<file path="src/rtl/ccr_pkg.sv">
// Constants for the control-channel bus configuration and address remap block.
// Assumes one 125 MHz clock and a simple byte-wide register access port.
//
// Notes on behaviour
// - Two-bit code sets SDA delay, 40 ns steps.
// - Lock bit rejects remote writes to local registers.
// - Lock bit never blocks remote access to local targets.
// - Watchdog about 1 s, or 50 us sped up.
// - Watchdog runs only while its disable bit clear.
// - Idle expiry with SDA high marks bus free.
// - Idle expiry with SDA low drives nine SCL pulses.
// - Seven-bit bridge address; zero disables remote access.
// - Link lock loads bridge address unless held.
// - Hold bit keeps software address, ignores autoload.
// - Alias hits rewrite to stored target address.
// - Seven-bit alias; zero disables target access.
// - Second-port select steers per-port field access.
package ccr_pkg;
    // ==========================================================
    // Register offsets.
    localparam logic [7:0] CCR_OFF_CTRL = 8'h05;
    localparam logic [7:0] CCR_OFF_BRIDGE = 8'h06;
    localparam logic [7:0] CCR_OFF_TADDR = 8'h07;
    localparam logic [7:0] CCR_OFF_ALIAS = 8'h08;
    // ==========================================================
    // Field positions of the control register and the bridge hold bit.
    localparam int CCR_BIT_WDDIS = 0;
    localparam int CCR_BIT_SPEED = 1;
    localparam int CCR_BIT_WLOCK = 2;
    localparam int CCR_BIT_DLYLO = 3;
    localparam int CCR_BIT_HOLD = 0;
    localparam logic [7:0] CCR_RST_VAL = 8'h00;
    // ==========================================================
    // Timing figures and cycle counts at 125 MHz.
    localparam longint CCR_CLK_HZ = 125000000;
    localparam longint CCR_WD_LONG_MS = 1000;
    localparam longint CCR_WD_SHORT_US = 50;
    localparam longint CCR_WD_LONG_CYC = CCR_CLK_HZ * CCR_WD_LONG_MS / 1000;
    localparam longint CCR_WD_SHORT_CYC = CCR_CLK_HZ * CCR_WD_SHORT_US / 1000000;
    localparam int CCR_DLY_BASE_NS = 240;
    localparam int CCR_DLY_STEP_NS = 40;
    localparam int CCR_CLK_NS = 8;
    localparam int CCR_DLY_BASE_CYC = CCR_DLY_BASE_NS / CCR_CLK_NS;
    localparam int CCR_DLY_STEP_CYC = CCR_DLY_STEP_NS / CCR_CLK_NS;
    localparam int CCR_REC_PULSES = 9;
    localparam int CCR_REC_HALF_NS = 5000;
    localparam int CCR_REC_HALF_CYC = CCR_REC_HALF_NS / CCR_CLK_NS;
    // ==========================================================
    // Watchdog states.
    typedef enum logic [1:0] {
        CCR_WD_IDLE = 2'b00,
        CCR_WD_RECOVER = 2'b01
    } ccr_wd_t;
endpackage

</file>
<file path="src/rtl/ccr_top.sv">
// Control-channel bus configuration, watchdog and target address remap.
// Holds the global control byte and two per-port copies of the address fields.
// Assumes unsynchronised SCL/SDA pins and a byte register port on CLK.
// Assumes the recovery drive on SCL is wired as an open-drain pull-down.
`timescale 1ns/1ps
`default_nettype none
module ccr_top
    import ccr_pkg::*;
#(
    parameter longint WD_LONG = CCR_WD_LONG_CYC,
    parameter longint WD_SHORT = CCR_WD_SHORT_CYC,
    parameter int REC_HALF = CCR_REC_HALF_CYC
) (
    // Clock and synchronous active-low reset.
    input wire logic CLK,
    input wire logic RESET_N,
    // Register access port; strobes last one cycle.
    input wire logic REG_WE,
    input wire logic REG_RE,
    input wire logic REG_REMOTE,
    input wire logic [7:0] REG_ADDR,
    input wire logic [7:0] REG_WDATA,
    output logic [7:0] REG_RDATA,
    output logic REG_WR_REJECT,
    // Bridge address loader from the control channel.
    input wire logic LINK_LOCK,
    input wire logic LINK_ID_VALID,
    input wire logic LINK_ID_PORT,
    input wire logic [6:0] LINK_ID,
    // Register steering and local transaction remap.
    input wire logic SECOND_PORT_SELECT,
    input wire logic REQ_VALID,
    input wire logic REQ_PORT,
    input wire logic [6:0] REQ_ADDR,
    output logic FWD_VALID,
    output logic FWD_HIT,
    output logic [6:0] FWD_ADDR,
    // Bus pins, recovery drive, bus state and SDA delay setting.
    input wire logic SCL_I,
    input wire logic SDA_I,
    output logic SCL_O,
    output logic SCL_OE,
    output logic BUS_FREE,
    output logic [1:0] SDA_DLY_CODE,
    output logic [5:0] SDA_DLY_CYC
);
    // ==========================================================
    // Pin synchronisers.
    // The third stage of each chain only serves the edge detector.
    logic scl_m_r; // SCL first stage, may be metastable.
    logic scl_s_r; // SCL settled value.
    logic scl_d_r; // SCL settled value one cycle older.
    logic sda_m_r; // SDA first stage, may be metastable.
    logic sda_s_r; // SDA settled value.
    logic sda_d_r; // SDA settled value one cycle older.

    // Two flip-flops on each bus pin before any logic reads it.
    // Reset loads the idle-high level so no false edge follows reset.
    // Only the second stage feeds the third; nothing else reads the first.
    always_ff @(posedge CLK) begin
        if (!RESET_N) begin
            // Idle-high start values.
            scl_m_r <= 1'b1;
            scl_s_r <= 1'b1;
            scl_d_r <= 1'b1;
            sda_m_r <= 1'b1;
            sda_s_r <= 1'b1;
            sda_d_r <= 1'b1;
        end else begin
            // Shift each pin one stage along its chain.
            scl_m_r <= SCL_I;
            scl_s_r <= scl_m_r;
            scl_d_r <= scl_s_r;
            sda_m_r <= SDA_I;
            sda_s_r <= sda_m_r;
            sda_d_r <= sda_s_r;
        end
    end

    // ==========================================================
    // Registers.
    // The control byte is shared; the address fields exist once per link port.
    // Register writes and reads see the copy chosen by the second-port select.
    logic [7:0] ctrl_r;                 // Global bus control register.
    logic [6:0] bridge_r [2];           // Remote bridge address per port.
    logic [1:0] hold_r;                 // Address hold bit per port.
    logic [6:0] taddr_r [2];            // Target 0 address per port.
    logic [6:0] alias_r [2];            // Target 0 alias per port.
    logic psel;                         // Port that register access steers to.
    logic wr_ok;                        // Register write accepted.

    // The select is a level from logic on this clock, so it needs no synchroniser.
    assign psel = SECOND_PORT_SELECT;
    // Remote writes are refused while the lock bit is set; target traffic is unaffected.
    assign wr_ok = REG_WE && !(REG_REMOTE && ctrl_r[CCR_BIT_WLOCK]);

    // Control register writes.
    // Bits 7:5 are reserved and always store zero, so they read back as zero.
    // A refused remote write leaves the byte untouched.
    always_ff @(posedge CLK) begin
        if (!RESET_N) begin
            ctrl_r <= CCR_RST_VAL;
        end else if (wr_ok && REG_ADDR == CCR_OFF_CTRL) begin
            // Keep only the defined low five bits.
            ctrl_r <= {3'h0, REG_WDATA[4:0]};
        end
    end

    // Per-port registers, one copy per link port.
    // A software write to the bridge address also updates the hold bit beside it.
    // Autoload is taken only while the link reports lock for that port.
    // Port index of the copy built by each loop pass.
    genvar gp;
    generate
        for (gp = 0; gp < 2; gp++) begin : g_port
            // Software writes win; otherwise the link loads the address unless held.
            // A held address survives any number of loads from the link.
            always_ff @(posedge CLK) begin
                if (!RESET_N) begin
                    bridge_r[gp] <= 7'h00;
                    hold_r[gp] <= 1'b0;
                    taddr_r[gp] <= 7'h00;
                    alias_r[gp] <= 7'h00;
                end else if (wr_ok && psel == gp[0]) begin
                    // Address decode of the per-port offsets.
                    if (REG_ADDR == CCR_OFF_BRIDGE) begin
                        bridge_r[gp] <= REG_WDATA[7:1];
                        hold_r[gp] <= REG_WDATA[CCR_BIT_HOLD];
                    end else if (REG_ADDR == CCR_OFF_TADDR) begin
                        taddr_r[gp] <= REG_WDATA[7:1];
                    end else if (REG_ADDR == CCR_OFF_ALIAS) begin
                        alias_r[gp] <= REG_WDATA[7:1];
                    end
                end else if (LINK_LOCK && LINK_ID_VALID && LINK_ID_PORT == gp[0]
                             && !hold_r[gp]) begin
                    bridge_r[gp] <= LINK_ID;
                end
            end
        end
    endgenerate

    // Read data and write reject flag; reserved bits read as zero.
    // Read data holds between reads so a slow master can take it late.
    // The reject flag pulses once for each refused remote write.
    always_ff @(posedge CLK) begin
        if (!RESET_N) begin
            REG_RDATA <= 8'h00;
            REG_WR_REJECT <= 1'b0;
        end else begin
            // A refused write is a strobe that the lock bit turned away.
            REG_WR_REJECT <= REG_WE && !wr_ok;
            if (!REG_RE) begin
                REG_RDATA <= REG_RDATA;
            end else if (REG_ADDR == CCR_OFF_CTRL) begin
                REG_RDATA <= ctrl_r;
            end else if (REG_ADDR == CCR_OFF_BRIDGE) begin
                REG_RDATA <= {bridge_r[psel], hold_r[psel]};
            end else if (REG_ADDR == CCR_OFF_TADDR) begin
                REG_RDATA <= {taddr_r[psel], 1'b0};
            end else if (REG_ADDR == CCR_OFF_ALIAS) begin
                REG_RDATA <= {alias_r[psel], 1'b0};
            end else begin
                // Unmapped offsets read as zero.
                REG_RDATA <= 8'h00;
            end
        end
    end

    // ==========================================================
    // Address remap of local transactions.
    // An alias hit replaces the address by the stored target address.
    // Any other request passes on with its own address unchanged.
    // A zero alias or zero target address can never produce an alias hit.
    logic alias_hit;        // Request matches a nonzero alias.
    logic bridge_hit;       // Request matches a nonzero bridge address.
    // Each request looks at the copy of its own port.
    assign alias_hit = alias_r[REQ_PORT] != 7'h00 && taddr_r[REQ_PORT] != 7'h00
                       && REQ_ADDR == alias_r[REQ_PORT];
    // Requests for the bridge itself are forwarded when its address is set.
    assign bridge_hit = bridge_r[REQ_PORT] != 7'h00
                        && REQ_ADDR == bridge_r[REQ_PORT];

    // Forward decision one cycle after each request.
    // The address output follows every cycle; it only matters with the valid pulse.
    always_ff @(posedge CLK) begin
        if (!RESET_N) begin
            FWD_VALID <= 1'b0;
            FWD_HIT <= 1'b0;
            FWD_ADDR <= 7'h00;
        end else begin
            // Register the decision so every output comes from a flip-flop.
            FWD_VALID <= REQ_VALID;
            FWD_HIT <= REQ_VALID && (alias_hit || bridge_hit);
            FWD_ADDR <= alias_hit ? taddr_r[REQ_PORT] : REQ_ADDR;
        end
    end

    // ==========================================================
    // SDA output delay.
    // Delay in cycles: 240 ns base plus 40 ns per code step.
    // The code and the cycle count are published for the SDA output stage.
    // At 8 ns per cycle the four codes give 30, 35, 40 and 45 cycles.
    always_ff @(posedge CLK) begin
        if (!RESET_N) begin
            SDA_DLY_CODE <= 2'b00;
            SDA_DLY_CYC <= 6'(CCR_DLY_BASE_CYC);
        end else begin
            // Both outputs follow the control byte one cycle late.
            SDA_DLY_CODE <= ctrl_r[CCR_BIT_DLYLO +: 2];
            SDA_DLY_CYC <= 6'(CCR_DLY_BASE_CYC)
                           + 6'(CCR_DLY_STEP_CYC) * {4'h0, ctrl_r[CCR_BIT_DLYLO +: 2]};
        end
    end

    // ==========================================================
    // Bus watchdog and recovery.
    // The idle counter runs only while the watchdog is enabled and idle.
    // On expiry a high SDA means the bus is free; a low SDA starts recovery.
    // Recovery drives nine low and high SCL pulses, then releases the pin.
    ccr_wd_t wd_st_r;
    logic [27:0] wd_cnt_r;          // Idle cycle count.
    logic [27:0] wd_lim;            // Selected expiry count.
    logic [15:0] half_r;            // Recovery half-period timer.
    logic [4:0] edges_r;            // Recovery SCL edges remaining.
    logic bus_act;                  // Any edge on SCL or SDA.
    logic wd_exp;                   // Idle count has reached the selected limit less one.

    // Activity is any change between the settled and older pin values.
    assign bus_act = (scl_s_r != scl_d_r) || (sda_s_r != sda_d_r);
    // The speedup bit picks the short limit.
    assign wd_lim = ctrl_r[CCR_BIT_SPEED] ? 28'(WD_SHORT) : 28'(WD_LONG);
    // Expiry falls on the cycle the count reaches the limit less one.
    assign wd_exp = wd_cnt_r >= wd_lim - 28'h1;

    // Idle counter restarts on activity and is held off when disabled.
    // It also restarts on expiry, so a free bus is announced again later.
    // During recovery the driven SCL edges would restart it anyway.
    always_ff @(posedge CLK) begin
        if (!RESET_N) begin
            wd_cnt_r <= 28'h0;
        end else if (ctrl_r[CCR_BIT_WDDIS] || bus_act || wd_st_r != CCR_WD_IDLE
                     || wd_exp) begin
            wd_cnt_r <= 28'h0;
        end else begin
            // Quiet cycle: count one more.
            wd_cnt_r <= wd_cnt_r + 28'h1;
        end
    end

    // Expiry either declares the bus free or clocks out nine recovery pulses.
    // Each half period lasts REC_HALF plus one cycles.
    // The first low half starts on entry, so seventeen toggles give nine pulses.
    always_ff @(posedge CLK) begin
        if (!RESET_N) begin
            wd_st_r <= CCR_WD_IDLE;
            half_r <= 16'h0;
            edges_r <= 5'h0;
            SCL_O <= 1'b1;
            SCL_OE <= 1'b0;
            BUS_FREE <= 1'b0;
        end else begin
            case (wd_st_r)
                CCR_WD_IDLE: begin
                    SCL_OE <= 1'b0;
                    SCL_O <= 1'b1;
                    // Any pin edge means the bus is in use again.
                    if (bus_act) begin
                        BUS_FREE <= 1'b0;
                    end else if (wd_exp && !ctrl_r[CCR_BIT_WDDIS]) begin
                        // A released SDA means no target is stuck.
                        if (sda_s_r) begin
                            BUS_FREE <= 1'b1;
                        end else begin
                            wd_st_r <= CCR_WD_RECOVER;
                            edges_r <= 5'(2 * CCR_REC_PULSES);
                            half_r <= 16'(REC_HALF);
                            SCL_OE <= 1'b1;
                            SCL_O <= 1'b0;
                        end
                    end
                end
                CCR_WD_RECOVER: begin
                    // Count down the current half period first.
                    if (half_r != 16'h0) begin
                        half_r <= half_r - 16'h1;
                    end else if (edges_r == 5'h1) begin
                        // Last half done: release SCL and return to idle.
                        SCL_OE <= 1'b0;
                        SCL_O <= 1'b1;
                        edges_r <= 5'h0;
                        wd_st_r <= CCR_WD_IDLE;
                    end else begin
                        // Toggle SCL and start the next half period.
                        SCL_O <= ~SCL_O;
                        half_r <= 16'(REC_HALF);
                        edges_r <= edges_r - 5'h1;
                    end
                end
                default: begin
                    // Unused code: return to idle.
                    wd_st_r <= CCR_WD_IDLE;
                end
            endcase
        end
    end
endmodule
`default_nettype wire

</file>
<file path="config.mk">
export PLATFORM = sky130hd
export DESIGN_NAME = ccr_top
export DESIGN_NICKNAME = d
export VERILOG_FILES = /design/src/rtl/ccr_pkg.sv /design/src/rtl/ccr_top.sv
export SDC_FILE = /design/constraint.sdc
export NUM_CORES = 1
export LEC_CHECK = 0
export BUFFER_PORTS_ARGS = -buffer_cell sky130_fd_sc_hd__buf_4
export CAP_MARGIN = 20
export CORE_MARGIN = 1.5
export CORE_UTILIZATION = 40
export DETAILED_ROUTE_END_ITERATION = 12
export PLACE_DENSITY_LB_ADDON = 0.25
export SETUP_SLACK_MARGIN = 0.2
export SYNTH_ARGS = -nofsm -noshare
export SYNTH_HDL_FRONTEND = slang
export SYNTH_SLANG_ARGS = --single-unit
export TNS_END_PERCENT = 100
</file>
<file path="constraint.sdc">
create_clock -name CLK -period 5.5 [get_ports CLK]
set_input_delay 0 -clock CLK [delete_from_list [all_inputs] [get_ports CLK]]
set_output_delay 0 -clock CLK [all_outputs]
set_load 0.02 [all_outputs]
</file>
==> results of run 1 <==
state kept, by name, summed over array words and instances, names as in the netlist, 2 cells and up:
signal        cells
FWD_ADDR          7
alias_r          14
half_r           16
hold_r            2
SDA_DLY_CODE      2
bridge_r         14
ctrl_r            5
taddr_r          14
REG_RDATA         8
edges_r           5
wd_cnt_r         28
SDA_DLY_CYC       5
routing by layer:
layer	vias up	GRT usage (%)	share of wire, %
met1	2617	26.0	47
met4	0	9.32	2.4
met3	29	4.50	5.6
li1	2696	-	-
met2	163	30.4	45
met5	-	0	0
cell usage in the layout, fill, tap and decap left out, types with 8 or more instances in the layout:
cell / Yosys / routed
nor3_1: 13 / 13
a211oi_1: 19 / 19
edfxtp_1: 42 / 42
inv_1: 12 / 12
dfxtp_1: 91 / 91
dlygate4sd3_1: 0 / 38
and3_1: 10 / 10
a21oi_1: 23 / 23
nand2b_1: 15 / 15
o21ai_0: 24 / 24
mux2i_1: 44 / 44
nor2_1: 97 / 97
clkinv_2: 0 / 8
xnor2_1: 16 / 16
nand4_1: 8 / 8
xor2_1: 26 / 26
nand2_1: 42 / 42
clkbuf_16: 0 / 17
ha_1: 22 / 22
a31oi_1: 9 / 9
buf_4: 1 / 72
nor4_1: 10 / 10
nand3_1: 21 / 21
and2_1: 33 / 33
through the flow:
stage / utilization, % / cells / hold slack, ns
after floorplan: - / 688 / 0.101
after global routing: 51.7 / 1019 / 0.0939
after CTS: 51.4 / 1015 / 0.0386
final: 51.7 / 1019 / 0.0645
after global placement: 45.6 / 946 / 0.186
after detailed placement: 45.6 / 946 / 0.192
cells by family after synthesis:
kind of cell | Yosys count
AND/OR/NAND/NOR | 281
flip-flops | 133
AO/OA/AOI/OAI | 116
multiplexers | 51
buffers and inverters | 43
XOR/XNOR | 42
adder cells (fa/ha/maj) | 22
worst max path at each step:
| stage | start | end | slack (ns) | cells after the start |
|---|---|---|---|---|
| final | ctrl_r[1]$_SDFFE_PN0P_ | half_r[13]$_SDFFE_PN0P_ | 2.56 | 7 |
| after global routing | ctrl_r[1]$_SDFFE_PN0P_ | half_r[13]$_SDFFE_PN0P_ | 2.20 | 7 |
| after CTS | ctrl_r[1]$_SDFFE_PN0P_ | wd_cnt_r[27]$_SDFF_PP0_ | 2.30 | 6 |
| after detailed placement | ctrl_r[1]$_SDFFE_PN0P_ | wd_cnt_r[27]$_SDFF_PP0_ | 2.32 | 6 |
| after global placement | ctrl_r[1]$_SDFFE_PN0P_ | wd_cnt_r[5]$_SDFF_PP0_ | 2.42 | 6 |
| after floorplan | half_r[7]$_SDFFE_PN0P_ | edges_r[4]$_SDFFE_PN0P_ | 3.01 | 8 |
power breakdown:
group          internal [mW]  switching, mW  leakage, nW
logic                 0.0860         0.0979         1.93
registers               1.04         0.0190         1.14
clock network          0.639          0.413        0.278
critical path: cells and delay by family (launching register included):
kind | cells | cell delay, ns
simple gates | 2 | 0.56
fa+ha+maj | 1 | 0.37
compound gates | 4 | 1.15
flops | 1 | 0.74
repair_timing:
action,4_1_cts,5_1_grt
hold buffers,38,0
resized for setup,0,0
endpoints found under the hold margin,77,0
layout make-up:
| cell class | instances | area [sq um] | area share [%] |
|---|---|---|---|
| clock buffers | 20 | 460 | 5.55 |
| well taps | 216 | 270 | 3.26 |
| multi-input cells | 512 | 3380 | 40.8 |
| clock inverters | 11 | 83.8 | 1.01 |
| flip-flops and latches | 133 | 3080 | 37.1 |
| inverters | 13 | 48.8 | 0.588 |
| repair buffers | 114 | 968 | 11.7 |
==> results.sh, run 1 <==
export IMPL_status="finished clean"
export IMPL_cts_buffer_depth=2
export IMPL_drtIter0Drc=318
export IMPL_synth_top_family_by_area="simple AND/OR/NAND/NOR gates"
export IMPL_worstReg2RegStart="ctrl_r[1]$_SDFFE_PN0P_"
export IMPL_fin_setup_tns_ns=0
export IMPL_holdPathStages=4
export IMPL_post_route_period_util_pct=53.5
export IMPL_synth_compound_area_share_pct=11.8
export IMPL_vias=5505
export IMPL_overflow=0
export IMPL_place_gp_congestion=0.870
export IMPL_firstDrtPassIters=5
export IMPL_synth_edf_count=42
export IMPL_vdd_ir_drop_max_mv=0.237
export IMPL_cap_violations=0
export IMPL_grt_pass1_wl_um=26900
export IMPL_slew_headroom_pct=27.6
export IMPL_drive_gt1_share_pct=14.9
export IMPL_num_nets_final=856
export IMPL_cts_root_buf="clkbuf_16"
export IMPL_ys_top_cells_by_count="nor2_1, dfxtp_1, mux2i_1, edfxtp_1, nand2_1"
export IMPL_whs_endpoint="ctrl_r[4]$_SDFFE_PN0P_"
export IMPL_synth_cell_types=56
export IMPL_core_area_sq_um=16100
export IMPL_critPathRequiredTime_ns=5.82
export IMPL_syn_num_nets=753
export IMPL_post_cts_buffers=0
export IMPL_p_total_mw=2.30
export IMPL_worstPathArrival_ns=3.27
export IMPL_die_w_um=132
export IMPL_p_leak_nw=3.35
export IMPL_hold_viol=0
export IMPL_layout_setup_ws_ns=2.56
export IMPL_r2r_setup_slack_ns=2.56
export IMPL_syn_to_final_growth_pct=25.0
export IMPL_synth_seq_area_share_pct=46.4
export IMPL_clock_latency_ns=0.42
export IMPL_antenna_found_initial=0
export IMPL_grtUsageTotal_pct=19.6
export IMPL_postSynthRegisterBits=133
export IMPL_place_hpwl_um=11900
export IMPL_hold_class="input pin to flip-flop"
export IMPL_power_density_nw_per_um2=277
export IMPL_clkSinkCount=133
export IMPL_cts_buffers=17
export IMPL_cts_htree_levels=4
export IMPL_synthTopCellsByArea="dfxtp_1, edfxtp_1, mux2i_1, nor2_1, ha_1"
export IMPL_critPathSlowestCell="dfxtp_1"
export IMPL_fin_area_sq_um=8300
export IMPL_drtAntennaViolNets=0
export IMPL_crit_path_end_kind="flip-flop"
export IMPL_setup_viol=0
export IMPL_cts_tree="done"
export IMPL_synth_top_flop_cell="dfxtp_1"
export IMPL_r2r_end="half_r[13]$_SDFFE_PN0P_"
export IMPL_worstPathCellList="ha_1 -> a2111oi_0 -> o21ai_0 -> a211oi_1 -> nand2b_1 -> nand3_4 -> a311oi_1"
export IMPL_drc=0
export IMPL_grt_pass1_vias=5296
export IMPL_rsz0062_at_grt="no"
export IMPL_grt_max_degree=39
export IMPL_ys_async_sr_fraction_pct=0
export IMPL_ios=72
export IMPL_ys_warn_count=0
export IMPL_row_count=46
export IMPL_timing_fmax_mhz=340
export IMPL_start_util_pct=41.3
export IMPL_synth_top_area_share_pct=27.4
export IMPL_dp_slack_ns=2.32
export IMPL_totalWireLength_um=16600
export IMPL_yosysMostFrequentCell="nor2_1"
export IMPL_synth_xor_area_share_pct=5.54
export IMPL_avgRoutedWirePerCell_um=16.2
export IMPL_syn_inst=688
export IMPL_io_buffers=71
export IMPL_yosysTopAreaCell="dfxtp_1"
export IMPL_hp_start="REG_ADDR[1]"
export IMPL_critPathMaxStageDelay_ns=0.74
export IMPL_worstSetupPathType="flip-flop to flip-flop"
export IMPL_clkTransAtPathRegs_ns=0.06
export IMPL_dieArea_sq_um=17400
export IMPL_drv_slew=0
export IMPL_clock_skew_ns=0.00991
export IMPL_tightest_slew_ns=1.08
export IMPL_r2r_cells=7
export IMPL_synth_area_sq_um=6640
export IMPL_place_area_sq_um=7330
export IMPL_die_h_um=132
export IMPL_synth_mux_area_share_pct=7.82
export IMPL_n_antenna_cell=0
export IMPL_cp_max_fo=16
export IMPL_synthAdderAreaFrac_pct=4.15
export IMPL_fillers=1444
export IMPL_synth_avg_cell_area_sq_um=9.65
export IMPL_layout_min_cycle_time_ns=2.94
export IMPL_cp_start_kind="flip-flop"
export IMPL_via_per_inst=5.40
export IMPL_synth_simple_gate_area_share_pct=21.6
Note: power is estimated with default switching activity, not from simulation.
==> inputs of run 2 (changes only) <==
==> constraint.sdc (replaced) <==
create_clock -name CLK -period 3.1 [get_ports CLK]
set_input_delay 0 -clock CLK [delete_from_list [all_inputs] [get_ports CLK]]
set_output_delay 0 -clock CLK [all_outputs]
set_load 0.02 [all_outputs]
==> run 2 against run 1 <==
Compared with the run above:
- clock power rose by 79%
- die area did not move
- combinational power rose by 76%
- critical path type unchanged
- largest power group unchanged
==> results.sh, run 2 (same netlist as run 1, synthesis figures left out) <==
export IMPL_num_nets_final=861
export IMPL_worstSetupPathType="flip-flop to flip-flop"
export IMPL_reg_top3="wd_cnt_r x28, half_r x16"
export IMPL_cap_violations=0
export IMPL_largest_reg_flops=28
export IMPL_timing_fmax_mhz=373
export IMPL_cts_root_buf="clkbuf_16"
export IMPL_cts_buffer_depth=2
export IMPL_p_leak_nw=3.37
export IMPL_drive_gt1_share_pct=15.9
export IMPL_cts_tree="done"
export IMPL_grtUsageTotal_pct=19.3
export IMPL_rsz0062_at_grt="no"
export IMPL_clock_skew_ns=0.00530
export IMPL_vdd_ir_drop_max_mv=0.418
export IMPL_layout_min_cycle_time_ns=2.68
export IMPL_dieArea_sq_um=17400
export IMPL_vias=5463
export IMPL_place_area_sq_um=7390
export IMPL_cts_htree_levels=4
export IMPL_syn_to_final_growth_pct=25.7
export IMPL_firstDrtPassIters=5
export IMPL_critPathRequiredTime_ns=3.44
export IMPL_status="finished clean"
export IMPL_hold_class="input pin to flip-flop"
export IMPL_grt_pass1_vias=5312
export IMPL_tightest_slew_ns=0.663
export IMPL_grt_pass1_wl_um=26900
export IMPL_layout_setup_ws_ns=0.420
export IMPL_drtAntennaViolNets=0
export IMPL_final_cell_mix="nor2_1, dfxtp_1, buf_4"
export IMPL_totalWireLength_um=16400
export IMPL_row_count=46
export IMPL_clkSinkCount=133
export IMPL_layout_commonest_cell="nor2_1"
export IMPL_regMostFlops="wd_cnt_r"
export IMPL_place_hpwl_um=12000
export IMPL_power_density_nw_per_um2=489
export IMPL_io_buffers=71
export IMPL_crit_path_end_kind="flip-flop"
export IMPL_clkTransAtPathRegs_ns=0.06
export IMPL_fin_area_sq_um=8340
export IMPL_p_total_mw=4.08
export IMPL_avgRoutedWirePerCell_um=16.0
export IMPL_register_area_sq_um=3080
export IMPL_clock_latency_ns=0.42
export IMPL_drtIter0Drc=389
export IMPL_hold_viol=0
export IMPL_multiInputGateArea_sq_um=3390
export IMPL_drc=0
export IMPL_post_route_period_util_pct=86.5
export IMPL_dp_slack_ns=0.326
export IMPL_die_w_um=132
export IMPL_drv_slew=0
export IMPL_start_util_pct=41.3
export IMPL_setup_viol=0
export IMPL_n_antenna_cell=0
export IMPL_cp_max_fo=16
export IMPL_fin_setup_tns_ns=0
export IMPL_cts_buffers=17
export IMPL_overflow=0
export IMPL_ios=72
export IMPL_die_h_um=132
export IMPL_place_gp_congestion=0.892
export IMPL_antenna_found_initial=0
export IMPL_cp_start_kind="flip-flop"
export IMPL_worstPathArrival_ns=3.02
export IMPL_grt_max_degree=39
export IMPL_fillers=1472
export IMPL_via_per_inst=5.33
export IMPL_core_area_sq_um=16100
export IMPL_slew_headroom_pct=55.6
[run 2: changes by cell type in the layout (fill, tap and decap cells not counted), moves of 2 or more]
cell | previous run | this run
buf_4 | 72 | 81
clkinv_2 | 8 | 3
clkinv_4 | 0 | 4
inv_6 | 0 | 3
clkbuf_4 | 2 | 0
[run 2: power breakdown]
group / total, mW / leakage (nW) / internal, mW / switching [mW]
clock: 1.88 / 0.280 / 1.10 / 0.779
sequential: 1.88 / 1.14 / 1.85 / 0.0333
combinational: 0.324 / 1.95 / 0.152 / 0.172
total: 4.08 / 3.37 / 3.09 / 0.984
[run 2: path summary, 6_finish.rpt]
kind / start / slack [ns] / depth (start not counted) / end
max: half_r[7]$_SDFFE_PN0P_ / 0.42 / 7 / half_r[2]$_SDFFE_PN0P_
min: REG_ADDR[1] / 0.06 / 4 / ctrl_r[0]$_SDFFE_PN0P_
max reg2reg: half_r[7]$_SDFFE_PN0P_ / 0.42 / 7 / half_r[2]$_SDFFE_PN0P_
min reg2reg: scl_m_r$_SDFF_PN1_ / 0.41 / 1 / scl_s_r$_SDFF_PN1_
[run 2: cell type report]
class / instances / area share, %
multi-input combinational: 512 / 40.6
inverter: 13 / 0.585
sequential: 133 / 37.0
clock inverter: 13 / 1.15
timing repair buffer: 119 / 11.8
clock buffer: 19 / 5.56
tap: 216 / 3.24
[run 2: metal layers]
layer	part of all wire, %	up-vias	global-route usage (%)
met1	48	2605	25.8
li1	-	2711	-
met5	0	-	0
met3	4.6	18	4.15
met2	46	129	31.1
met4	1.4	0	6.36
[run 2: stage by stage]
step	util [%]	hold WS [ns]	cells
after global routing	51.9	0.0666	1025
after global placement	46.0	0.187	955
after CTS	51.9	0.0281	1025
after floorplan	-	0.101	688
after detailed placement	46.0	0.187	955
final	51.9	0.0551	1025
[run 2: worst max-delay path, cell delays in order (launching register included)]
cell	delay [ns]
dfxtp_1	0.37
or4_1	0.60
or3_1	0.45
nor4_4	0.39
a21o_2	0.25
nand3_4	0.19
o211a_1	0.20
nor3_1	0.16
[run 2: what timing repair did]
item	4_1_cts	5_1_grt
endpoints found under the setup margin	0	18
setup buffers	0	0
hold buffers	38	0
resized for setup	0	3
endpoints found under the hold margin	77	0
==> inputs of run 3 (changes only) <==
--- a/config.mk
+++ b/config.mk
@@ -10,7 +10,6 @@
 export CORE_MARGIN = 1.5
 export CORE_UTILIZATION = 40
 export DETAILED_ROUTE_END_ITERATION = 12
-export PLACE_DENSITY_LB_ADDON = 0.25
 export SETUP_SLACK_MARGIN = 0.2
 export SYNTH_ARGS = -nofsm -noshare
 export SYNTH_HDL_FRONTEND = slang
==> run 3 against run 2 <==
Compared with the run above:
- global-route usage is 1.2 points higher
- via count increased by 0.82%
- fmax down 0.46%
- clock-buffer cell count fell by 1
- non-clock buffer count increased by 3
- hold slack better by 0.025 ns
- clock skew up 0.00058 ns
- final area increased by 1.3%
- setup slack got worse by 0.012 ns
- clock power up 16%
- sequential share of layout area fell by 0.47 points
- sequential power about the same
==> results.sh, run 3 (same netlist as run 1, synthesis figures left out) <==
export IMPL_n_antenna_cell=0
export IMPL_critPathSlowestCell="nor2_1"
export IMPL_die_w_um=132
export IMPL_crit_start="REG_ADDR[5]"
export IMPL_clkTransAtPathRegs_ns=0.06
export IMPL_clkSinkCount=133
export IMPL_worstSetupPathType="input pin to flip-flop"
export IMPL_drive_gt1_share_pct=16.1
export IMPL_drtAntennaViolNets=0
export IMPL_worstReg2RegStart="ctrl_r[2]$_SDFFE_PN0P_"
export IMPL_grt_pass1_wl_um=28200
export IMPL_rsz0062_at_grt="no"
export IMPL_hold_viol=0
export IMPL_cts_htree_levels=4
export IMPL_timing_fmax_mhz=371
export IMPL_power_density_nw_per_um2=520
export IMPL_critPathRequiredTime_ns=3.39
export IMPL_avgRoutedWirePerCell_um=16.7
export IMPL_start_util_pct=41.3
export IMPL_fin_setup_tns_ns=0
export IMPL_dp_slack_ns=0.297
export IMPL_cts_tree="done"
export IMPL_final_cell_mix="nor2_1, dfxtp_1, buf_4"
export IMPL_overflow=0
export IMPL_hp_start="REG_ADDR[1]"
export IMPL_worstPathArrival_ns=2.98
export IMPL_vias=5508
export IMPL_critPathMaxStageDelay_ns=0.57
export IMPL_firstDrtPassIters=5
export IMPL_crit_path_end_kind="flip-flop"
export IMPL_multiInputGateArea_sq_um=3400
export IMPL_layout_setup_ws_ns=0.408
export IMPL_slew_headroom_pct=50.0
export IMPL_num_nets_final=864
export IMPL_reg_top3="wd_cnt_r x28, half_r x16"
export IMPL_io_buffers=71
export IMPL_layout_min_cycle_time_ns=2.69
export IMPL_worstPathCellList="buf_4 -> or4_1 -> nor3b_1 -> nand3b_1 -> nor2_1 -> a22o_1 -> dlygate4sd3_1"
export IMPL_hold_class="input pin to flip-flop"
export IMPL_drc=0
export IMPL_grt_max_degree=39
export IMPL_dieArea_sq_um=17400
export IMPL_clock_skew_ns=0.00588
export IMPL_die_h_um=132
export IMPL_cp_max_fo=13
export IMPL_grt_pass1_vias=5492
export IMPL_tightest_slew_ns=0.747
export IMPL_core_area_sq_um=16100
export IMPL_status="finished clean"
export IMPL_cts_buffers=17
export IMPL_vdd_ir_drop_max_mv=0.424
export IMPL_ios=72
export IMPL_place_hpwl_um=12400
export IMPL_cp_start_kind="input pin"
export IMPL_layout_commonest_cell="nor2_1"
export IMPL_drtIter0Drc=326
export IMPL_cap_violations=0
export IMPL_regMostFlops="wd_cnt_r"
export IMPL_fillers=1455
export IMPL_cts_root_buf="clkbuf_16"
export IMPL_totalWireLength_um=17200
export IMPL_register_area_sq_um=3080
export IMPL_crit_family="simple AND/OR/NAND/NOR gates"
export IMPL_row_count=46
export IMPL_cts_buffer_depth=2
export IMPL_drv_slew=0
export IMPL_antenna_found_initial=1
export IMPL_post_route_period_util_pct=86.9
export IMPL_via_per_inst=5.36
export IMPL_p_leak_nw=3.41
export IMPL_clock_latency_ns=0.42
export IMPL_path_buf_inv=2
export IMPL_setup_viol=0
export IMPL_grtUsageTotal_pct=20.5
export IMPL_syn_to_final_growth_pct=27.2
export IMPL_place_gp_congestion=0.855
export IMPL_largest_reg_flops=28
## run 3: cell types whose count changed in the layout (fill, tap and decap cells not counted), moves of 2 or more
cell | before | now
clkinvlp_4 | 1 | 4
clkinv_4 | 4 | 1
inv_4 | 2 | 0
inv_6 | 3 | 0
buf_4 | 81 | 84
bufinv_16 | 0 | 5
## run 3: tightest hold or removal path, stage by stage
cell	delay (ns)
buf_4	0.11
nor2_1	0.05
buf_4	0.16
nand3_1	0.08
a21oi_1	0.05
## run 3: final timing paths
path                              endpoint  slack [ns]  depth (start not counted)
setup / recovery  bridge_r[0][4]$_DFFE_PP_        0.41                          7
hold / removal      ctrl_r[4]$_SDFFE_PN0P_        0.08                          5
setup reg to reg  bridge_r[0][4]$_DFFE_PP_        0.46                          7
hold reg to reg         scl_s_r$_SDFF_PN1_        0.41                          1
## run 3: layout make-up
| type | instances | area share [%] |
|---|---|---|
| timing repair buffer | 122 | 12.0 |
| clock buffer | 18 | 5.08 |
| inverter | 13 | 0.578 |
| sequential | 133 | 36.5 |
| multi-input combinational | 512 | 40.2 |
| clock inverter | 14 | 2.47 |
| tap | 216 | 3.20 |
## run 3: layer usage
metal	GRT usage, %	wire [um]
met5	0	0
met4	6.11	139
met3	5.11	871
met2	32.6	8120
met1	27.5	8080
## run 3: repair_timing
item / CTS / global route
setup buffers: 0 / 1
hold endpoints to repair: 77 / 0
setup endpoints to repair: 0 / 14
gates resized for setup: 0 / 2
hold buffers: 38 / 0
## run 3: report_power, final
| part | switching, mW | internal, mW |
|---|---|---|
| Sequential | 0.0350 | 1.85 |
| Combinational | 0.175 | 0.153 |
| Clock | 0.762 | 1.42 |
## run 3: per-stage QoR
stage          area, sq um  cells  hold WS [ns]  power, mW  util, %
2_1_floorplan         6640    688         0.101       2.07        -
3_3_place_gp          7420    957         0.182       2.20     46.2
3_5_place_dp          7420    957         0.187       2.21     46.2
4_1_cts               8430   1027        0.0720       4.42     52.5
5_1_grt               8450   1028        0.0894       4.52     52.6
6_report              8450   1028        0.0801       4.39     52.6
